--- src/design/dac_pkg.sv ---
// shared constants, types and helpers for the dual analog comparator control block
package dac_pkg;

  // ==========================================================
  // register map (printed offsets are indices, byte address = 4 * index)
  localparam int APB_AW = 12;                    // apb address width
  localparam logic [7:0] IDX_CMP_ONE = 8'h00ac;  // comparator_one_control
  localparam logic [7:0] IDX_CMP_TWO = 8'h00ad;  // comparator_two_control
  localparam logic [7:0] IDX_INT_STAT = 8'h00b0; // sticky event status, read only
  localparam logic [7:0] IDX_INT_CLR = 8'h00b1;  // write one to clear, write only
  localparam logic [7:0] IDX_INT_EN = 8'h00b2;   // interrupt enable
  localparam logic [7:0] IDX_INT_PRIO = 8'h00b3; // priority and threshold

  // ==========================================================
  // control register fields
  localparam int BIT_EN = 5;   // comparator enable
  localparam int BIT_POS = 4;  // positive input select
  localparam int BIT_NEG = 3;  // negative input select
  localparam int BIT_DRV = 2;  // result to pin
  localparam int BIT_RES = 1;  // synchronised result
  localparam int BIT_FLG = 0;  // change flag
  localparam int BIT_THR = 4;  // threshold bit in the priority register
  localparam int BIT_SETL = 4; // first settled bit in the status register
  localparam logic [31:0] RDATA_RST = 32'h0000_0000; // read data reset value

  // ==========================================================
  // settling time after enable, rounded up to whole cycles
  localparam int CLK_NS = 100;     // pclk period
  localparam int SETTLE_NS = 10000; // 10 us
  localparam int SETTLE_CYC = (SETTLE_NS + CLK_NS - 1) / CLK_NS;
  localparam logic [6:0] SETTLE_LAST = 7'(SETTLE_CYC - 1);

  // ==========================================================
  // types
  typedef enum logic [1:0] {
    ST_IDLE = 2'b01, // waiting for a setup cycle
    ST_ACK = 2'b10   // access phase, pready high
  } dac_apb_st_t;

  typedef struct packed {
    logic en;      // comparator on
    logic pos_sel; // 0 first pin, 1 second pin
    logic neg_sel; // 0 external reference, 1 internal reference
    logic drv;     // route raw result to pin
  } dac_cfg_t;

  typedef struct packed {
    logic en;      // analog core enable
    logic pos_sel; // positive mux select
    logic neg_sel; // negative mux select
  } dac_core_ctl_t;

  typedef struct packed {
    logic s1;        // synchroniser first stage
    logic s2;        // synchroniser second stage
    logic res;       // gated result
    logic chg;       // one-cycle change pulse
    logic settled;   // settling time elapsed
    logic [6:0] cnt; // settling counter
  } dac_chan_st_t;

  typedef struct packed {
    dac_apb_st_t st;     // bus state
    dac_cfg_t cfg_a;     // comparator one config
    dac_cfg_t cfg_b;     // comparator two config
    logic [1:0] flag;    // change flags
    logic [1:0] irq_en;  // interrupt enables
    logic [1:0] prio;    // per-source high priority
    logic thresh;        // only high priority may interrupt
    logic [31:0] rdata;  // read data
    logic ready;         // pready
    logic slverr;        // pslverr
    logic irq;           // interrupt line
    logic [1:0] oe_n;    // pin output enables, low drives
  } dac_top_st_t;

  // byte address of a register index
  function automatic logic [APB_AW-1:0] reg_addr(input logic [7:0] idx);
    reg_addr = {2'b00, idx, 2'b00};
  endfunction

endpackage

--- src/design/dac_cmp_chan.sv ---
// one comparator channel: result synchroniser, gating, change and settle detect
`timescale 1ns/1ps
module dac_cmp_chan
  import dac_pkg::*;
(
  input wire logic pclk,     // cpu clock
  input wire logic presetn,  // async reset, low active
  input wire logic en,       // comparator enabled
  input wire logic raw,      // raw analog result, asynchronous
  output logic result,       // synchronised, gated result
  output logic change,       // one-cycle pulse on a result change
  output logic settled       // enable held long enough to trust result
);

  // ==========================================================
  // state
  dac_chan_st_t s_r;   // registered state
  dac_chan_st_t s_nxt; // next state

  // next-state logic
  always_comb begin
    s_nxt = s_r;
    // two flops; only the second stage is looked at
    s_nxt.s1 = raw;                          // see RULE11
    s_nxt.s2 = s_r.s1;                       // see RULE11
    // result reads zero while disabled
    s_nxt.res = s_r.s2 & en;                 // see RULE6
    // both edges count as a change
    s_nxt.chg = (s_r.s2 & en) != s_r.res;    // see RULE7
    // settle counter restarts on every enable
    if (!en) begin
      s_nxt.cnt = '0;
      s_nxt.settled = 1'b0;
    end else if (!s_r.settled) begin
      if (s_r.cnt == SETTLE_LAST) begin
        s_nxt.settled = 1'b1;
      end else begin
        s_nxt.cnt = s_r.cnt + 7'h01;
      end
    end
  end

  // state register
  always_ff @(posedge pclk or negedge presetn) begin
    if (!presetn) begin
      s_r <= '0;
    end else begin
      s_r <= s_nxt;
    end
  end

  assign result = s_r.res;
  assign change = s_r.chg;
  assign settled = s_r.settled;
endmodule

--- src/design/dac_ctrl.sv ---
// top of the dual analog comparator control block with its apb register file
// ==========================================================
// Behaviour
// RULE1 - control bit 5 switches comparator on
// RULE2 - software waits 10 us after first enable
// RULE3 - bit 4 picks first or second positive pin
// RULE4 - bit 3 picks external or internal reference
// RULE5 - bit 2 drives raw result onto pin
// RULE6 - bit 1 shows synced result, zero when off
// RULE7 - bit 0 set on any result change
// RULE8 - flag interrupts when enabled and priority allows
// RULE9 - flag stays until written zero or disabled
// RULE10 - second comparator identical with own register
// RULE11 - raw result passes two-flop synchroniser
// RULE12 - bits 7:6 read zero, controls reset zero
//
// Register access over APB was chosen for this implementation.
`timescale 1ns/1ps
module dac_ctrl
  import dac_pkg::*;
(
  input wire logic pclk,                 // cpu clock, 10 MHz
  input wire logic presetn,              // async reset, low active
  input wire logic [APB_AW-1:0] paddr,   // apb byte address
  input wire logic psel,                 // apb select
  input wire logic penable,              // apb access phase
  input wire logic pwrite,               // apb direction, high writes
  input wire logic [31:0] pwdata,        // apb write data
  input wire logic [3:0] pstrb,          // apb byte strobes
  output logic [31:0] prdata,            // apb read data
  output logic pready,                   // apb ready
  output logic pslverr,                  // apb error on unmapped address
  input wire logic cmp_a_raw,            // comparator one raw result
  input wire logic cmp_b_raw,            // comparator two raw result
  output dac_core_ctl_t cmp_a_core,      // comparator one analog controls
  output dac_core_ctl_t cmp_b_core,      // comparator two analog controls
  output logic cmp_a_pin_o,              // comparator one output pin value
  output logic cmp_a_pin_oe_n,           // comparator one pin enable, low drives
  output logic cmp_b_pin_o,              // comparator two output pin value
  output logic cmp_b_pin_oe_n,           // comparator two pin enable, low drives
  output logic irq                       // level interrupt request
);

  // ==========================================================
  // address decode
  localparam logic [APB_AW-1:0] ADDR_ONE = reg_addr(IDX_CMP_ONE);   // control one
  localparam logic [APB_AW-1:0] ADDR_TWO = reg_addr(IDX_CMP_TWO);   // control two
  localparam logic [APB_AW-1:0] ADDR_STAT = reg_addr(IDX_INT_STAT); // status
  localparam logic [APB_AW-1:0] ADDR_CLR = reg_addr(IDX_INT_CLR);   // clear
  localparam logic [APB_AW-1:0] ADDR_EN = reg_addr(IDX_INT_EN);     // enable
  localparam logic [APB_AW-1:0] ADDR_PRIO = reg_addr(IDX_INT_PRIO); // priority

  // ==========================================================
  // helpers

  // control register read image; upper bits always zero
  function automatic logic [31:0] ctl_image(
    input dac_cfg_t cfg,
    input logic res,
    input logic flg
  );
    logic [31:0] v;
    v = '0;                  // bits 7:6 and above read zero, see RULE12
    v[BIT_EN] = cfg.en;
    v[BIT_POS] = cfg.pos_sel;
    v[BIT_NEG] = cfg.neg_sel;
    v[BIT_DRV] = cfg.drv;
    v[BIT_RES] = res;
    v[BIT_FLG] = flg;
    ctl_image = v;
  endfunction

  // control register write; only the four control bits store
  function automatic dac_cfg_t ctl_write(input logic [31:0] d);
    dac_cfg_t c;
    c.en = d[BIT_EN];        // see RULE1
    c.pos_sel = d[BIT_POS];  // see RULE3
    c.neg_sel = d[BIT_NEG];  // see RULE4
    c.drv = d[BIT_DRV];
    ctl_write = c;
  endfunction

  // ==========================================================
  // state
  dac_top_st_t s_r;    // registered state
  dac_top_st_t s_nxt;  // next state
  logic res_a;         // synced result one
  logic res_b;         // synced result two
  logic chg_a;         // change pulse one
  logic chg_b;         // change pulse two
  logic setl_a;        // settled one
  logic setl_b;        // settled two
  logic hit_one;       // address decode hits
  logic hit_two;
  logic hit_stat;
  logic hit_clr;
  logic hit_en;
  logic hit_prio;
  logic mapped;        // any register hit
  logic wr_go;         // write takes effect this edge
  logic [31:0] rd_mux; // read data selection
  logic [1:0] clr;     // software clear per flag
  logic [1:0] set;     // hardware set per flag
  logic [1:0] elig;    // sources passing the priority threshold

  // ==========================================================
  // channels; the second is the same logic with its own inputs
  dac_cmp_chan u_chan_a (
    .pclk(pclk),
    .presetn(presetn),
    .en(s_r.cfg_a.en),
    .raw(cmp_a_raw),
    .result(res_a),
    .change(chg_a),
    .settled(setl_a)
  );

  // see RULE10
  dac_cmp_chan u_chan_b (
    .pclk(pclk),
    .presetn(presetn),
    .en(s_r.cfg_b.en),
    .raw(cmp_b_raw),
    .result(res_b),
    .change(chg_b),
    .settled(setl_b)
  );

  // ==========================================================
  // decode and read mux
  always_comb begin
    hit_one = paddr == ADDR_ONE;
    hit_two = paddr == ADDR_TWO;
    hit_stat = paddr == ADDR_STAT;
    hit_clr = paddr == ADDR_CLR;
    hit_en = paddr == ADDR_EN;
    hit_prio = paddr == ADDR_PRIO;
    mapped = hit_one | hit_two | hit_stat | hit_clr | hit_en | hit_prio;
    // a write lands only at the edge that completes the access phase
    wr_go = psel & penable & s_r.ready & pwrite & pstrb[0] & mapped;
    rd_mux = '0;
    if (hit_one) begin
      rd_mux = ctl_image(s_r.cfg_a, res_a, s_r.flag[0]);  // see RULE6
    end else if (hit_two) begin
      rd_mux = ctl_image(s_r.cfg_b, res_b, s_r.flag[1]);  // see RULE10
    end else if (hit_stat) begin
      rd_mux[1:0] = s_r.flag;
      rd_mux[BIT_SETL] = setl_a;
      rd_mux[BIT_SETL+1] = setl_b;
    end else if (hit_en) begin
      rd_mux[1:0] = s_r.irq_en;
    end else if (hit_prio) begin
      rd_mux[1:0] = s_r.prio;
      rd_mux[BIT_THR] = s_r.thresh;
    end
  end

  // ==========================================================
  // next state
  always_comb begin
    s_nxt = s_r;

    // apb handshake: one access cycle, no wait states
    case (s_r.st)
      ST_IDLE: begin
        s_nxt.ready = 1'b0;
        s_nxt.slverr = 1'b0;
        if (psel && !penable) begin
          s_nxt.st = ST_ACK;
          s_nxt.ready = 1'b1;
          s_nxt.slverr = !mapped;
          // read data is captured at the setup edge
          s_nxt.rdata = pwrite ? RDATA_RST : rd_mux;
        end
      end
      ST_ACK: begin
        // access phase always follows setup, so the transfer ends here
        if (psel && penable) begin
          s_nxt.st = ST_IDLE;
          s_nxt.ready = 1'b0;
          s_nxt.slverr = 1'b0;
        end
      end
      default: begin
        s_nxt.st = ST_IDLE;
        s_nxt.ready = 1'b0;
        s_nxt.slverr = 1'b0;
      end
    endcase

    // register writes; read-only bits and bits 7:6 ignore data
    clr = 2'b00;
    if (wr_go && hit_one) begin
      s_nxt.cfg_a = ctl_write(pwdata);         // see RULE1
      clr[0] = !pwdata[BIT_FLG];               // writing zero clears, see RULE9
    end
    if (wr_go && hit_two) begin
      s_nxt.cfg_b = ctl_write(pwdata);         // see RULE10
      clr[1] = !pwdata[BIT_FLG];
    end
    if (wr_go && hit_clr) begin
      clr = clr | pwdata[1:0];
    end
    if (wr_go && hit_en) begin
      s_nxt.irq_en = pwdata[1:0];
    end
    if (wr_go && hit_prio) begin
      s_nxt.prio = pwdata[1:0];
      s_nxt.thresh = pwdata[BIT_THR];
    end

    // change flags: a set in the same cycle as a clear wins;
    // a disabled comparator holds its flag at zero
    set = {chg_b, chg_a};                      // see RULE7
    s_nxt.flag[0] = s_r.cfg_a.en & (set[0] | (s_r.flag[0] & !clr[0])); // see RULE9
    s_nxt.flag[1] = s_r.cfg_b.en & (set[1] | (s_r.flag[1] & !clr[1])); // see RULE9

    // with the threshold set only high-priority sources interrupt
    elig = s_nxt.prio | {2{!s_nxt.thresh}};
    s_nxt.irq = |(s_nxt.flag & s_nxt.irq_en & elig);  // see RULE8

    // pin enables follow enable and drive bits
    s_nxt.oe_n[0] = !(s_nxt.cfg_a.en & s_nxt.cfg_a.drv); // see RULE5
    s_nxt.oe_n[1] = !(s_nxt.cfg_b.en & s_nxt.cfg_b.drv);
  end

  // ==========================================================
  // state register; every control field resets to zero
  always_ff @(posedge pclk or negedge presetn) begin
    if (!presetn) begin
      s_r <= '0;                               // see RULE12
      s_r.st <= ST_IDLE;
      s_r.oe_n <= 2'b11;
    end else begin
      s_r <= s_nxt;
    end
  end

  // ==========================================================
  // outputs
  assign prdata = s_r.rdata;
  assign pready = s_r.ready;
  assign pslverr = s_r.slverr;
  assign irq = s_r.irq;
  assign cmp_a_core = '{en: s_r.cfg_a.en, pos_sel: s_r.cfg_a.pos_sel, neg_sel: s_r.cfg_a.neg_sel}; // see RULE3
  assign cmp_b_core = '{en: s_r.cfg_b.en, pos_sel: s_r.cfg_b.pos_sel, neg_sel: s_r.cfg_b.neg_sel}; // see RULE4
  // the pin path is deliberately unclocked, so glitches on raw reach the pin
  assign cmp_a_pin_o = cmp_a_raw & s_r.cfg_a.en & s_r.cfg_a.drv;  // see RULE5
  assign cmp_b_pin_o = cmp_b_raw & s_r.cfg_b.en & s_r.cfg_b.drv;  // see RULE5
  assign cmp_a_pin_oe_n = s_r.oe_n[0];
  assign cmp_b_pin_oe_n = s_r.oe_n[1];
endmodule

--- config.mk ---
export PLATFORM = sky130hd
export DESIGN_NAME = dac_ctrl
export DESIGN_NICKNAME = d
export VERILOG_FILES = /design/src/design/dac_pkg.sv /design/src/design/dac_cmp_chan.sv /design/src/design/dac_ctrl.sv
export SDC_FILE = /design/constraint.sdc
export NUM_CORES = 1
export LEC_CHECK = 0
export BUFFER_PORTS_ARGS = -buffer_cell sky130_fd_sc_hd__buf_4
export CAP_MARGIN = 15
export CORE_MARGIN = 2
export CORE_UTILIZATION = 51
export CTS_BUF_LIST = sky130_fd_sc_hd__clkbuf_4 sky130_fd_sc_hd__clkbuf_8
export CTS_CLUSTER_DIAMETER = 200
export CTS_CLUSTER_SIZE = 10
export DETAILED_ROUTE_END_ITERATION = 10
export PLACE_DENSITY = 0.82
export RECOVER_POWER = 50
export SLEW_MARGIN = 10
export SYNTH_ARGS = -nofsm -noshare
export SYNTH_HDL_FRONTEND = slang
export SYNTH_SLANG_ARGS = --single-unit
--- constraint.sdc ---
create_clock -name pclk -period 2.2 [get_ports pclk]
set_input_delay 0.44 -clock pclk [delete_from_list [all_inputs] [get_ports pclk]]
set_output_delay 0.44 -clock pclk [all_outputs]
set_load 0.01 [all_outputs]
==> impl_metrics.py <==
metrics = {
    "global_routing": {
        "overflow": 0,
        "grt_max_degree": 53,
        "antenna_found_initial": 0,
        "track_usage_pct": 17.8,
        "grt_pass1_wl_um": 8520,
        "grt_pass1_vias": 1837,
    },
    "setup_path": {
        "reg2reg_depth": 6,
        "rr_endpoint": "s_r[40]",
        "worstReg2RegStart": "pready",
        "cp.arrival_ns": 2.11,
        "crit_required_ns": 2.39,
        "cp-startpoint": "paddr[10]",
        "cp-end-kind": "flop",
        "critical_path_class": "in -> reg",
        "startpoint_type": "input port",
        "crit_path_max_fanout": 10,
        "worst-r2r-setup-slack_ns": 0.34,
        "endpoint": "s_r[40]",
    },
    "cells_and_area": {
        "drive_above_1_share_pct": 26.2,
        "final_core_util_pct": 60.0,
        "diodes": 0,
        "area_delta_synth_final_pct": 12.0,
        "stdcell_area_um2": 3110,
        "finalNetCount": 358,
        "final_cells": 372,
        "fillers": 444,
        "layout_common_cells": "dfrtp_1, buf_4, conb_1",
        "mostFrequentLayoutCell": "dfrtp_1",
    },
    "detailed_routing": {
        "drc": 0,
        "drt_iter0_drc": 166,
        "post_drt_wl_per_cell_um": 14.0,
        "ant_nets": 0,
        "vias": 1968,
        "viasPerCell": 5.29,
        "firstDrtPassIters": 4,
        "wirelength_um": 5210,
    },
    "placed_design": {
        "dp_slack_ns": -0.0408,
        "io_buffers": 44,
        "place_congestion": 0.864,
        "place_inst": 364,
        "hpwl_um": 3850,
        "placed_area_um2": 3020,
    },
    "floorplan": {
        "start_util_pct": 53.6,
        "dieArea_um2": 6050,
        "die_h_um": 77.8,
        "die_x_um": 77.8,
        "core_area_um2": 5170,
        "rows": 26,
        "top_level_ports": 100,
    },
    "timing": {
        "setup_tns_ns": 0,
        "setup_violations": 0,
        "hold_violations": 0,
        "max_freq_mhz": 522,
        "relSlewSlack_pct": 17.0,
        "period_minus_slack_ns": 1.91,
        "slew_violations": 0,
        "post-route-period-util_pct": 87.0,
        "rsz0062_at_grt": "no",
        "finClkSkew_ns": 0.00570,
        "tightest_slew_ns": 1.24,
        "layout_setup_ws_ns": 0.286,
    },
    "synthesis": {
        "ys_types": 50,
        "netlist_instances": 264,
        "synth_flop_cell": "dfrtp_1",
        "synth-edff-count": 0,
        "syn_avg_cell_area_um2": 10.5,
        "yosys_warnings": 0,
        "syn_area_um2": 2770,
        "ys_seq_area_share_pct": 47.0,
        "async_reset_ff_share_pct": 100,
        "synth_seq_cells": 52,
    },
    "job": {
        "maxCapViolCount": 0,
    },
    "cts": {
        "post_cts_buffers": 0,
        "path_clk_slew_ns": 0.09,
        "cts_tree": "yes",
        "clock_path_buffers": 2,
        "cts-root-buf": "clkbuf_8",
        "ctsHoldBuffers": 0,
        "cts_buffers": 5,
        "clk_latency_ns": 0.30,
        "cts_resized": 0,
        "htree_levels": 2,
        "cts.sinks": 52,
    },
    "outcome": {
        "status": "finished clean",
    },
    "power_and_ir_drop": {
        "ir_drop_uv": 470,
        "power_density_nw_per_um2": 533,
        "power.leakage_nw": 1.51,
    },
    "hold_path": {
        "hp-class": "in -> reg",
    },
}
## cells in the mapped netlist, types with 7 or more instances
cell type | instances | area [um^2]
and2_1 | 11 | 68.8
buf_4 | 38 | 285
dfrtp_1 | 49 | 1230
mux2_2 | 9 | 101
nand2_1 | 18 | 67.6
nand3_1 | 7 | 35.0
nor2_1 | 11 | 41.3
nor2b_1 | 9 | 56.3
o21ai_0 | 16 | 80.1
xnor2_1 | 9 | 78.8
## cell families (layout without fill, tap and decap cells)
logic type,after synthesis,count (layout),share of synthesized area (%)
muxes,18,18,7.44
buffers and inverters,52,65,12.3
and+or+nand+nor,87,87,19.0
other,1,26,0.135
AOI/OAI and AO/OA,38,38,8.71
DFF,52,52,47.0
xor gates and xnor gates,14,14,4.42
adders and majority gates,2,2,0.902
## per-layer routing
| layer | global-route usage (%) | vias to the layer above | routed length, um |
|---|---|---|---|
| li1 | - | 930 | - |
| met1 | 23.1 | 944 | 2260 |
| met2 | 29.2 | 88 | 2490 |
| met3 | 4.65 | 6 | 411 |
| met4 | 5.54 | 0 | 48 |
| met5 | 0 | - | 0 |
## registers in the layout, summed over array words and instances (netlist names), 3 cells and up
name and cells:
s_r 11, prdata 6, cmp_a_core 3, u_chan_b.s_r 8
cmp_b_core 3, u_chan_a.s_r 8
## worst max-delay path, stage by stage
cell	delay (ns)
buf_4	0.11
nor4b_2	0.32
nand4_1	0.19
buf_4	0.22
or2_2	0.32
nor2_1	0.16
mux2_2	0.35
## area by class of cell
cell class,count,area [um^2],area share (%)
Sequential cell,52,1310,42.0
Inverter,6,22.5,0.725
Clock buffer,6,82.6,2.66
Tap cell,70,87.6,2.82
Multi-Input combinational cell,185,1220,39.3
Timing Repair Buffer,51,377,12.1
Clock inverter,2,10.0,0.322
## per-stage QoR
stage | power [mW] | hold slack (ns)
4_1_cts | 1.68 | 0.177
6_report | 1.65 | 0.271
3_3_place_gp | 1.13 | 0.334
5_1_grt | 1.72 | 0.259
3_5_place_dp | 1.13 | 0.337
2_1_floorplan | 1.09 | 0.144
## how the worst min path moves through the flow
stage                                    end  cells after the start          startpoint
after global routing      u_chan_b.s_nxt[10]                      1           cmp_b_raw
after CTS                    u_chan_b.s_r[4]                      1             presetn
final                     u_chan_a.s_nxt[10]                      1           cmp_a_raw
after detailed placement    u_chan_a.s_r[10]                      0  u_chan_a.s_nxt[10]
after global placement      u_chan_a.s_r[10]                      0  u_chan_a.s_nxt[10]
after floorplan                cmp_a_core[0]                      0             presetn
## report_power, final
| group | leakage [nW] | internal [mW] | switching [mW] |
|---|---|---|---|
| combinational | 0.754 | 0.0510 | 0.0851 |
| clock | 0.0510 | 0.251 | 0.294 |
| sequential | 0.706 | 0.966 | 0.00659 |
| total | 1.51 | 1.27 | 0.386 |
No activity file was read; power rests on OpenSTA's default activity.
